===== config.mk =====
export PLATFORM = sky130hd
export DESIGN_NAME = fpc_preset_compare
export DESIGN_NICKNAME = d
export VERILOG_FILES = /design/src/hw/fpc_pkg.sv /design/src/hw/fpc_rise_detect.sv /design/src/hw/fpc_count_core.sv /design/src/hw/fpc_preset_compare.sv
export SDC_FILE = /design/constraint.sdc
export NUM_CORES = 1
export LEC_CHECK = 0
export BUFFER_PORTS_ARGS = -buffer_cell sky130_fd_sc_hd__clkbuf_2
export CAP_MARGIN = 20
export CORE_UTILIZATION = 58
export DETAILED_ROUTE_END_ITERATION = 16
export GPL_TIMING_DRIVEN = 0
export PLACE_DENSITY_LB_ADDON = 0.05
export SLEW_MARGIN = 20
export SYNTH_ARGS = -nofsm -noshare
export SYNTH_HDL_FRONTEND = slang
export SYNTH_SLANG_ARGS = --single-unit

===== constraint.sdc =====
create_clock -name clk -period 3.11 [get_ports clk]
set_input_delay 0.622 -clock clk [delete_from_list [all_inputs] [get_ports clk]]
set_output_delay 0.622 -clock clk [all_outputs]
set_load 0.01 [all_outputs]

===== src/hw/fpc_pkg.sv =====
// Constants shared by the fast pulse counter preset and compare logic
package fpc_pkg;
  // ****************************************
  // Widths and limits
  // ****************************************
  localparam int          FPC_CNT_W      = 24;
  localparam int          FPC_DATA_W     = 32;
  localparam int          FPC_ADDR_W     = 8;
  localparam int          FPC_IRQ_W      = 4;
  // ****************************************
  // Register byte offsets
  // ****************************************
  localparam logic [7:0]  FPC_OFF_CONFIG = 8'h00;
  localparam logic [7:0]  FPC_OFF_PRESET = 8'h04;
  localparam logic [7:0]  FPC_OFF_CMP    = 8'h08;
  localparam logic [7:0]  FPC_OFF_STATUS = 8'h0c;
  localparam logic [7:0]  FPC_OFF_COUNT  = 8'h10;
  localparam logic [7:0]  FPC_OFF_IRQST  = 8'h14;
  localparam logic [7:0]  FPC_OFF_IRQEN  = 8'h18;
  localparam logic [7:0]  FPC_OFF_IRQCLR = 8'h1c;
  // ****************************************
  // Config field positions
  // ****************************************
  localparam int          FPC_CFG_EN     = 0;
  localparam int          FPC_CFG_PRESRC = 1;
  localparam int          FPC_CFG_TWOPH  = 2;
  localparam int          FPC_CFG_DIRPIN = 3;
  localparam int          FPC_CFG_DOWN   = 4;
  localparam int          FPC_CFG_CYCLR  = 5;
  localparam int          FPC_CFG_MULT   = 8;
  localparam int          FPC_MULT_W     = 3;
  localparam int          FPC_CFG_W      = 11;
  localparam logic [10:0] FPC_CFG_RST    = 11'h100;
  localparam logic [2:0]  FPC_MULT_ONE   = 3'h1;
  localparam logic [2:0]  FPC_MULT_TWO   = 3'h2;
  localparam logic [2:0]  FPC_MULT_FOUR  = 3'h4;
  // ****************************************
  // Status codes and read fields
  // ****************************************
  localparam logic [7:0]  FPC_ST_OK      = 8'h00;
  localparam logic [7:0]  FPC_ST_MULT    = 8'h02;
  localparam logic [7:0]  FPC_ST_RANGE   = 8'h03;
  localparam logic [7:0]  FPC_ST_DISABLE = 8'h04;
  localparam int          FPC_ST_DONE    = 8;
  localparam int          FPC_CNT_CARRY  = 24;
  // ****************************************
  // Interrupt bits
  // ****************************************
  localparam int          FPC_IRQ_MATCH  = 0;
  localparam int          FPC_IRQ_CARRY  = 1;
  localparam int          FPC_IRQ_LOAD   = 2;
  localparam int          FPC_IRQ_ERR    = 3;
endpackage


===== src/hw/fpc_rise_detect.sv =====
// Rising edge detector for a synchronous level input
module fpc_rise_detect
(
  // Clock and reset
  input  wire logic clk,
  input  wire logic rst_b,
  // Level in, pulse out
  input  wire logic level,
  output logic      rise
);
  logic levelPrev_q;

  always_ff @(posedge clk or negedge rst_b)
  begin
    if (!rst_b)
      levelPrev_q <= 1'b0;
    else
      levelPrev_q <= level;
  end

  assign rise = level & ~levelPrev_q;
endmodule // fpc_rise_detect


===== src/hw/fpc_count_core.sv =====
// Count register with load, step and wrap detection
module fpc_count_core
#(
  parameter int CNT_W = 24
)
(
  // Clock and reset
  input  wire logic             clk,
  input  wire logic             rst_b,
  // Control
  input  wire logic             enable,
  input  wire logic             load,
  input  wire logic [CNT_W-1:0] loadValue,
  input  wire logic             step,
  input  wire logic             stepDown,
  // State
  output logic      [CNT_W-1:0] count,
  output logic                  wrapUp
);
  logic [CNT_W-1:0] count_q;
  logic [CNT_W-1:0] count_d;
  wire              atMax = &count_q;

  assign wrapUp  = enable & ~load & step & ~stepDown & atMax;
  assign count_d = !enable ? '0 :
                   load    ? loadValue :
                   step    ? (stepDown ? count_q - 1'b1 : count_q + 1'b1) : count_q;

  always_ff @(posedge clk or negedge rst_b)
  begin
    if (!rst_b)
      count_q <= '0;
    else
      count_q <= count_d;
  end

  assign count = count_q;
endmodule // fpc_count_core


===== src/hw/fpc_preset_compare.sv =====
// Preset, compare, status and register logic of the fast pulse counter
// ****************************************
// Operation
// ****************************************
// Operation
// - Program source: write request loads preset value
// - Pin source: pin rising edge loads preset; the code drops an edge that falls in the same cycle as a preset write
// - Pin source: program requests never load count
// - Carry output low during preset load
// - No preset load while counter disabled
// - Count reaching compare value raises task event
// - Done set after compare request executes
// - Error-free request reports status 00
// - Two-phase bad multiplier reports status 02
// - Out-of-range preset or compare reports 03
// - Preset while disabled reports status 04
// - Count forced zero while disabled
// - Carry clear input clears carry flag
// - Count readable together with carry flag
//
// Our own choices: the APB interface to the registers and the register offsets.
module fpc_preset_compare
  import fpc_pkg::*;
#(
  parameter int CNT_W = FPC_CNT_W
)
(
  // Clock and reset
  input  wire logic                  clk,
  input  wire logic                  rst_b,
  // APB slave
  input  wire logic                  psel,
  input  wire logic                  penable,
  input  wire logic                  pwrite,
  input  wire logic [FPC_ADDR_W-1:0] paddr,
  input  wire logic [FPC_DATA_W-1:0] pwdata,
  output logic      [FPC_DATA_W-1:0] prdata,
  output logic                       pready,
  output logic                       pslverr,
  // Pulse front end
  input  wire logic                  countStep,
  input  wire logic                  countStepDown,
  input  wire logic                  presetPin,
  // Counter settings and state
  output logic                       counterEnable,
  output logic      [FPC_MULT_W-1:0] multSetting,
  output logic                       twoPhaseMode,
  output logic                       dirFromPin,
  output logic                       countDown,
  output logic                       carryFlag,
  output logic      [CNT_W-1:0]      currentCount,
  // Events
  output logic                       taskEvent,
  output logic                       irq
);
  // ****************************************
  // Elaboration checks
  // ****************************************
  if (CNT_W < 1 || CNT_W > FPC_CNT_CARRY)
  begin : gBadWidth
    $error("CNT_W must lie between 1 and 24");
  end

  function automatic logic hit(input logic [FPC_ADDR_W-1:0] a, input logic [7:0] off);
    hit = (a == off);
  endfunction

  function automatic logic outOfRange(input logic [FPC_DATA_W-1:0] v);
    outOfRange = |(v >> CNT_W);
  endfunction

  // ****************************************
  // Registers
  // ****************************************
  logic [FPC_CFG_W-1:0]  config_q;
  logic [CNT_W-1:0]      presetValue_q;
  logic [CNT_W-1:0]      compareValue_q;
  logic                  compareValid_q;
  logic [7:0]            statusCode_q;
  logic                  done_q;
  logic                  carry_q;
  logic                  matchPrev_q;
  logic [FPC_IRQ_W-1:0]  irqStat_q;
  logic [FPC_IRQ_W-1:0]  irqEn_q;
  logic [FPC_DATA_W-1:0] prdata_q;
  logic                  pready_q;
  logic                  pslverr_q;
  logic                  carryOut_q;
  logic                  taskEvent_q;
  logic                  irq_q;

  // ****************************************
  // Bus decode
  // ****************************************
  wire setupPhase = psel & ~penable;
  wire accessDone = psel & penable & pready_q;
  wire wrEn       = accessDone & pwrite & ~pslverr_q;
  wire mapped     = hit(paddr, FPC_OFF_CONFIG) | hit(paddr, FPC_OFF_PRESET) |
                    hit(paddr, FPC_OFF_CMP)    | hit(paddr, FPC_OFF_STATUS) |
                    hit(paddr, FPC_OFF_COUNT)  | hit(paddr, FPC_OFF_IRQST)  |
                    hit(paddr, FPC_OFF_IRQEN)  | hit(paddr, FPC_OFF_IRQCLR);
  wire wrConfig   = wrEn & hit(paddr, FPC_OFF_CONFIG);
  wire wrPreset   = wrEn & hit(paddr, FPC_OFF_PRESET);
  wire wrCompare  = wrEn & hit(paddr, FPC_OFF_CMP);
  wire wrIrqEn    = wrEn & hit(paddr, FPC_OFF_IRQEN);
  wire wrIrqClr   = wrEn & hit(paddr, FPC_OFF_IRQCLR);

  // ****************************************
  // Configuration
  // ****************************************
  wire                  enabled   = config_q[FPC_CFG_EN];
  wire                  pinSource = config_q[FPC_CFG_PRESRC];
  wire [FPC_MULT_W-1:0] newMult   = pwdata[FPC_CFG_MULT +: FPC_MULT_W];
  wire                  multLegal = (newMult == FPC_MULT_ONE) | (newMult == FPC_MULT_TWO) |
                                    (newMult == FPC_MULT_FOUR);
  wire                  multBad   = pwdata[FPC_CFG_TWOPH] & ~multLegal;
  wire                  cfgBad    = wrConfig & multBad;

  // ****************************************
  // Preset and compare requests
  // ****************************************
  wire valueBad    = outOfRange(pwdata);
  wire presetBad   = wrPreset & valueBad;
  wire presetOff   = wrPreset & ~valueBad & ~pinSource & ~enabled;
  wire progLoad    = wrPreset & ~valueBad & ~pinSource & enabled;
  wire pinRise;
  wire pinLoad     = pinRise & pinSource & enabled;
  wire pinOff      = pinRise & pinSource & ~enabled;
  wire loadNow     = progLoad | (pinLoad & ~wrPreset);
  wire [CNT_W-1:0] loadValue = progLoad ? pwdata[CNT_W-1:0] : presetValue_q;
  wire compareBad  = wrCompare & valueBad;
  wire compareOk   = wrCompare & ~valueBad;
  wire requestOk   = (wrConfig & ~multBad) | (wrPreset & ~valueBad & ~presetOff) |
                     compareOk | (pinLoad & ~wrEn);
  wire anyError    = cfgBad | presetBad | compareBad | presetOff | (pinOff & ~wrEn);
  wire [7:0] errorCode = cfgBad                  ? FPC_ST_MULT  :
                         (presetBad | compareBad) ? FPC_ST_RANGE :
                                                    FPC_ST_DISABLE;

  // ****************************************
  // Count and carry
  // ****************************************
  wire [CNT_W-1:0] count;
  wire             wrapUp;
  wire             carry_d = wrapUp | (carry_q & ~config_q[FPC_CFG_CYCLR]);

  fpc_rise_detect uPinEdge
  (
    .clk   (clk),
    .rst_b (rst_b),
    .level (presetPin),
    .rise  (pinRise)
  );

  fpc_count_core #(.CNT_W(CNT_W)) uCore
  (
    .clk       (clk),
    .rst_b     (rst_b),
    .enable    (enabled),
    .load      (loadNow),
    .loadValue (loadValue),
    .step      (countStep),
    .stepDown  (countStepDown),
    .count     (count),
    .wrapUp    (wrapUp)
  );

  // ****************************************
  // Compare match and interrupts
  // ****************************************
  wire match = enabled & compareValid_q & (count == compareValue_q);
  wire [FPC_IRQ_W-1:0] irqSet;
  assign irqSet[FPC_IRQ_MATCH] = match & ~matchPrev_q;
  assign irqSet[FPC_IRQ_CARRY] = wrapUp;
  assign irqSet[FPC_IRQ_LOAD]  = loadNow;
  assign irqSet[FPC_IRQ_ERR]   = anyError;
  wire [FPC_IRQ_W-1:0] irqClr    = wrIrqClr ? pwdata[FPC_IRQ_W-1:0] : '0;
  wire [FPC_IRQ_W-1:0] irqStat_d = (irqStat_q & ~irqClr) | irqSet;
  wire [FPC_IRQ_W-1:0] irqEn_d   = wrIrqEn ? pwdata[FPC_IRQ_W-1:0] : irqEn_q;

  // ****************************************
  // Read data
  // ****************************************
  wire [FPC_DATA_W-1:0] countWord = {{(FPC_DATA_W - FPC_CNT_CARRY - 1){1'b0}}, carry_q,
                                     {(FPC_CNT_CARRY - CNT_W){1'b0}}, count};
  wire [FPC_DATA_W-1:0] rdMux =
    hit(paddr, FPC_OFF_CONFIG) ? {{(FPC_DATA_W - FPC_CFG_W){1'b0}}, config_q} :
    hit(paddr, FPC_OFF_PRESET) ? {{(FPC_DATA_W - CNT_W){1'b0}}, presetValue_q} :
    hit(paddr, FPC_OFF_CMP)    ? {{(FPC_DATA_W - CNT_W){1'b0}}, compareValue_q} :
    hit(paddr, FPC_OFF_STATUS) ? {{(FPC_DATA_W - FPC_ST_DONE - 1){1'b0}}, done_q,
                                  statusCode_q} :
    hit(paddr, FPC_OFF_COUNT)  ? countWord :
    hit(paddr, FPC_OFF_IRQST)  ? {{(FPC_DATA_W - FPC_IRQ_W){1'b0}}, irqStat_q} :
    hit(paddr, FPC_OFF_IRQEN)  ? {{(FPC_DATA_W - FPC_IRQ_W){1'b0}}, irqEn_q} :
                                 '0;

  // ****************************************
  // Bus slave flops
  // ****************************************
  always_ff @(posedge clk or negedge rst_b)
  begin
    if (!rst_b)
    begin
      pready_q  <= 1'b0;
      pslverr_q <= 1'b0;
      prdata_q  <= '0;
    end
    else
    begin
      pready_q  <= setupPhase;
      pslverr_q <= setupPhase & ~mapped;
      prdata_q  <= (setupPhase & ~pwrite) ? rdMux : prdata_q;
    end
  end

  // ****************************************
  // Control and value registers
  // ****************************************
  always_ff @(posedge clk or negedge rst_b)
  begin
    if (!rst_b)
    begin
      config_q       <= FPC_CFG_RST;
      presetValue_q  <= '0;
      compareValue_q <= '0;
      compareValid_q <= 1'b0;
    end
    else
    begin
      if (wrConfig & ~multBad)
        config_q <= pwdata[FPC_CFG_W-1:0];
      if (wrPreset & ~valueBad)
        presetValue_q <= pwdata[CNT_W-1:0];
      if (compareOk)
      begin
        compareValue_q <= pwdata[CNT_W-1:0];
        compareValid_q <= 1'b1;
      end
    end
  end

  // ****************************************
  // Status, carry and events
  // ****************************************
  always_ff @(posedge clk or negedge rst_b)
  begin
    if (!rst_b)
    begin
      statusCode_q <= FPC_ST_OK;
      done_q       <= 1'b0;
      carry_q      <= 1'b0;
      carryOut_q   <= 1'b0;
      matchPrev_q  <= 1'b0;
      taskEvent_q  <= 1'b0;
      irqStat_q    <= '0;
      irqEn_q      <= '0;
      irq_q        <= 1'b0;
    end
    else
    begin
      if (anyError)
      begin
        statusCode_q <= errorCode;
        done_q       <= 1'b0;
      end
      else if (requestOk)
      begin
        statusCode_q <= FPC_ST_OK;
        done_q       <= 1'b1;
      end
      carry_q     <= carry_d;
      carryOut_q  <= carry_d & ~loadNow;
      matchPrev_q <= match;
      taskEvent_q <= match & ~matchPrev_q;
      irqStat_q   <= irqStat_d;
      irqEn_q     <= irqEn_d;
      irq_q       <= |(irqStat_d & irqEn_d);
    end
  end

  // ****************************************
  // Outputs
  // ****************************************
  assign prdata        = prdata_q;
  assign pready        = pready_q;
  assign pslverr       = pslverr_q;
  assign counterEnable = config_q[FPC_CFG_EN];
  assign multSetting   = config_q[FPC_CFG_MULT +: FPC_MULT_W];
  assign twoPhaseMode  = config_q[FPC_CFG_TWOPH];
  assign dirFromPin    = config_q[FPC_CFG_DIRPIN];
  assign countDown     = config_q[FPC_CFG_DOWN];
  assign carryFlag     = carryOut_q;
  assign currentCount  = count;
  assign taskEvent     = taskEvent_q;
  assign irq           = irq_q;
endmodule // fpc_preset_compare


* Yosys cells after proc, flatten, opt, wreduce, memory -nomap -nowiden
Cells that the tools add are included.
** Cells by class
- Add/sub/neg operators :: 2
- Multipliers :: 0
- Divide/modulo/power cells :: 0
- $lt $le $gt $ge :: 0
- Equality and inequality tests :: 12
- Shifts and indexed selects :: 0
- Muxes and demuxes :: 20
- Bitwise gates (word level) :: 79
- Reduce and logical (&&, ||, !) cells :: 5
** Operators by type and width (count)
- 25-bit 2-to-1 mux :: 5
- 24-bit 2-to-1 mux :: 5
- 1-bit AND :: 39
- 8-bit by 5-bit == test with 1-bit output, second input constant :: 4
- 24-bit by 1-bit adder with 24-bit output, second input constant :: 1
- 24-bit == test :: 1
- 24-bit AND reduction :: 1
- 24-bit by 1-bit subtractor with 24-bit output, second input constant :: 1
- 1-bit OR :: 19
- 1-bit inverter :: 17
- 8-bit by 4-bit == test with 1-bit output, second input constant :: 2
- 4-bit 2-to-1 mux :: 4
- 8-bit 2-to-1 mux :: 2
- 4-bit AND :: 2
- 8-bit by 3-bit == test with 1-bit output, second input constant :: 1
- 8-bit zero test :: 1
- 8-bit OR reduction :: 1
- 3-bit 2-to-1 mux :: 2
- 4-bit inverter :: 1
- 4-bit OR :: 1
- 4-bit OR reduction :: 1
- 3-bit by 1-bit == test with 1-bit output, second input constant :: 1
- 3-bit by 2-bit == test with 1-bit output, second input constant :: 1
- 3-bit == test, second input constant :: 1
- 3 further kinds :: 4
** Storage, ports and cells
- Register bits after elaboration :: 141
- Bits in latches :: 0
- Bits in writable memories :: 0
- Bits in read-only memories :: 0
- Output and inout bits :: 68
- Memories :: 0

* Logic depth before layout (Yosys ltp)
- Depth after elaboration :: 17
- Mapped depth :: 11

* Modules after synthesis
From an unflattened synthesis, not the netlist that was laid out.
** Second synthesis, totals
- Cell total of the unflattened synthesis :: 787
- Area total of the unflattened synthesis :: 7599.8 µm²
** Modules (own cells, without submodules)
- fpc_preset_compare :: instances 1, cells an instance 504, area an instance 5256.3 µm², seq. area each 2603.7 µm²
- fpc_count_core :: instances 1, cells an instance 281, area an instance 2304.7 µm², seq. area each 600.6 µm²
- fpc_rise_detect :: instances 1, cells an instance 2, area an instance 38.8 µm², seq. area each 25.0 µm²

* Worst setup path before layout
No wires, ideal clock.
- Path kind :: input -> register
- From :: input countStepDown
- To :: register uCore.count_q[22], in the netlist uCore.count[22]
- Arrival :: 2.529 ns
- Data required time :: 2.984 ns
- Slack :: 0.455 ns
- Stages :: 10
- Buffers on the path :: 0
- Path through :: fa_1 a21oi_1 o221a_2 o21a_1 a221oi_2 o31ai_2 a21oi_2 a21oi_1 a211oi_1 a221o_1
** Between the ends
- Word-level cells in the longest chain between the ends :: 4
** Ends and longest elaborated chain
- start, declared :: line fpc_preset_compare.sv:42 : input wire logic countStepDown,
- 24-bit 2-to-1 mux (2 in series) :: line fpc_count_core.sv:27 : step ? (stepDown ? count_q - 1'b1 : count_q + 1'b1) : count_q;
- 24-bit 2-to-1 mux :: line fpc_count_core.sv:26 : load ? loadValue :
- 24-bit 2-to-1 mux :: line fpc_count_core.sv:25 : assign count_d = !enable ? '0 :
- end signal, assigned :: line fpc_count_core.sv:34 : count_q <= count_d;
- end, declared :: line fpc_count_core.sv:20 : logic [CNT_W-1:0] count_q;
No other way between the ends. The select of a mux whose other input is x is not followed.
A chain may end at the register's enable or synchronous reset.

* Worst setup path after layout
- From :: input countStepDown
- To :: register uCore.count_q[23], in the netlist uCore.count[23]
The elaborated chain is that of the path after synthesis.

==> metrics.yaml <==
routing:
  wl_per_cell_um: 22.46
  via_count: 6686
  first_pass_iters: 9
  drcViolationCount: 0
  ant_nets: 0
  routed_wl_mm: 23.31
  first_iter_violations: 625
  drt-vias-per-instance: 6.441
pwr:
  total_power_mw: 4.436
  swShare: 0.2114
  irDropWorstVdd_v: 0.0002609
  combinationalPowerShare: 0.059
  p_sw_mw: 0.9380
  p_int_mw: 3.498
  clkPwrFrac: 0.557
  cellLeakagePower_nw: 4.428
  pwr-share-seq: 0.385
  power_density_mw_per_mm2: 495.0
logic_synthesis:
  synth_edf_count: 0
  synth_area_leaders: "dfrtp_1 43%, mux2_2 8.2%, nand2_1 4.1%"
  avgSynthCellArea_um2: 10.23
  yosys.area.top_type: "dfrtp_1"
  synth_top_family_by_area: "compound AO/OA/AOI/OAI gates"
  synth-xor-area-share: 0.05319
  synth.cell_area_mm2: 0.007410
  ys_seq_area_frac: 0.4358
  ys_seq_elements: 129
  synthSimpleGateAreaFrac: 0.1410
  syn-instance-count: 724
  synth_compound_area_frac: 0.1971
  yosysWarningCount: 0
  yosys.area_share.adder: 0.03985
  synthArstFlopShare: 1.000
  ys_types: 69
  synthMuxAreaShare: 0.09473
  synth_ff_type: "dfrtp_1"
  synth_top_cell_area_share: 0.4323
final_layout:
  syn_to_final_growth_pct: 20.96
  fin_cells: 1038
  final_cell_mix: "127 x dfrtp_1, 104 x clkbuf_2, 80 x nand2_1, 54 x mux2_2, 43 x nor2_1"
  drive_above_1_share: 0.2885
  fillCellCount: 935
  multi_input_area_mm2: 0.003933
  n_antenna_cell: 0
  final_common_cell: "dfrtp_1"
  nets: 928
  seq_area_mm2: 0.003231
worst_setup_path:
  reg2reg_setup_slack_ns: 0.15
  critPathLaunchType: "primary input"
  worst-path-buf-inv: 1
  critPathCaptureType: "register"
  path_class: "primary input to register"
  r2r_cells: 10
  r2r_end: "uCore.count[23]"
  r2r_start: "uCore.count[2]"
  crit_family: "compound AO/OA/AOI/OAI gates"
  cpPeakStageDelay_ns: 0.47
  cp.required_ns: 3.41
  cp_cell_sequence: "clkbuf_4 -> ha_1 -> a21oi_1 -> a211oi_1 -> o21ai_2 -> nor3_2 -> o41ai_4 -> o31ai_2 -> a41oi_2 -> mux2i_1 -> o21ai_1"
  arrival_ns: 3.27
  critPathSlowestCell: "o31ai_2"
  path_max_fanout: 25
placed_design:
  dp.cells: 1005
  place_congestion: 0.9768
  port_buffers: 106
  dp_hpwl_mm: 16.89
cts:
  cts-root-buf: "clkbuf_16"
  cts_sinks: 129
  cts_tree: "yes"
  insertion_delay_ns: 0.42
  clock_path_buffers: 2
  ctsHoldBuffers: 0
  htree_levels: 4
  clkTransAtPathRegs_ns: 0.06
  cts_inserted_buffers: 17
sta:
  fin_skew_ns: 0.007687
  rsz0062_at_grt: "no"
  slew_headroom: 0.4027
  max_freq_mhz: 336.3
  fin_crit_ns: 2.974
  hold_violations: 0
  layout_worst_path_cycle_share: 0.9561
  setup_viol: 0
  drv_slew: 0
  tightest_slew_ns: 0.8926
global_route:
  grt_max_degree: 85
  grt_pass1_wl_mm: 35.82
  grt_usage: 0.3672
  antenna_found_initial: 0
  first_global_vias: 6683
  overflow: 0
hold_path:
  hp-class: "primary input to async pin"
floorplanning:
  die_area_mm2: 0.01323
  core_mm2: 0.01221
  die_h_um: 115.0
  rows: 40
  die_w_um: 115.0
  pin_count: 116
  start_util: 0.6068
status:
  status: "finished, final reports clean"
job:
  cap_violations: 0
## cells by family after synthesis
logic type | count (synthesis)
XOR/XNOR | 45
AO/OA/AOI/OAI | 204
adder cells (fa/ha/maj) | 23
AND/OR/NAND/NOR | 202
flip-flops | 129
multiplexers | 63
buffers and inverters | 57
other | 1
## worst reg2reg max path, delay by kind of cell (launching register included)
| family | cells | cell delay, ns |
|---|---|---|
| compound gates | 7 | 1.51 |
| fa+ha+maj | 1 | 0.42 |
| simple gates | 1 | 0.24 |
| mux | 1 | 0.18 |
| flops | 1 | 0.50 |
## sequential cells by signal, summed over array words and instances, names as in the netlist
register,cells
irqStat_q,4
carry_q,1
done_q,1
uPinEdge.levelPrev_q,1
compareValid_q,1
carryFlag,1
presetValue_q,24
compareValue_q,24
irq,1
config_q,11
taskEvent,1
uCore.count,24
prdata,25
matchPrev_q,1
irqEn_q,4
pslverr,1
statusCode_q,3
pready,1
## power groups by stage
stage                     clock [mW]  combinational, mW  sequential (mW)
final                           2.47              0.260             1.71
after global routing            2.55              0.287             1.71
after CTS                       2.47              0.257             1.71
after detailed placement           0              0.255             1.74
after global placement             0              0.243             1.74
after floorplan                    0              0.114             1.74
## routing by layer
metal	up-vias	global-route usage	part of all wire	routed length, um
li1	2947	-	-	-
met1	3297	0.4499	0.39	9163
met2	369	0.6000	0.48	11190
met3	73	0.09594	0.083	1925
met4	0	0.1896	0.044	1030
met5	-	0	0	0
## final cells by class
class / instances / share of cell area
flip-flops and latches: 129 / 0.3605
multi-input cells: 544 / 0.4388
clock inverters: 13 / 0.03113
plain buffers: 45 / 0.02625
well taps: 168 / 0.02345
repair buffers: 108 / 0.06436
clock buffers: 19 / 0.05054
inverters: 12 / 0.005026
## synthesized netlist by cell type (3+ instances only)
master	n
a21o_1	17
buf_2	17
xor2_1	17
nor3_1	11
o31ai_1	11
nor2_1	43
a21oi_1	41
o21bai_1	3
o21a_1	6
a221o_1	3
o21ai_0	36
mux2i_1	6
nand2_1	80
nor3_2	3
a211oi_1	7
mux2_2	54
a31oi_1	7
ha_1	22
nand2b_1	8
xnor2_1	28
nand3_1	13
buf_4	10
a222oi_1	13
and2_1	5
o221ai_1	23
nand4_1	10
nor2b_1	5
clkbuf_1	15
nor4_1	4
a22oi_1	14
dfrtp_1	128
inv_1	12
mux2_1	3
## worst max path at each step
stage	to	depth (start not counted)	from
2_1_floorplan	uCore.count[22]	10	countStepDown
3_3_place_gp	compareValue_q[16]	1	rst_b
3_5_place_dp	uCore.count[23]	11	countStepDown
4_1_cts	uCore.count[22]	10	uCore.count[0]
5_1_grt	uCore.count[23]	11	countStepDown
6_report	uCore.count[23]	11	countStepDown
## metrics by stage
stage	setup TNS (ns)	worst slack, ns	hold slack (ns)	cell area (um2)	util
after floorplan	0	0.4552	0.3264	7432	-
after global placement	-68.62	-0.5281	0.4312	8173	0.6693
after detailed placement	-2.939	-0.4311	0.4357	8209	0.6722
after CTS	0	0.1428	0.1397	8944	0.7324
after global routing	0	0.004392	0.1521	8962	0.7339
final	0	0.1364	0.1296	8962	0.7339
## what timing repair did
item | in CTS | in global routing
pin swaps | 0 | 1
resized for setup | 1 | 3
endpoints found under the setup margin | 1 | 2
buffers inserted | 0 | 1
(Power assumes the default switching activity.)
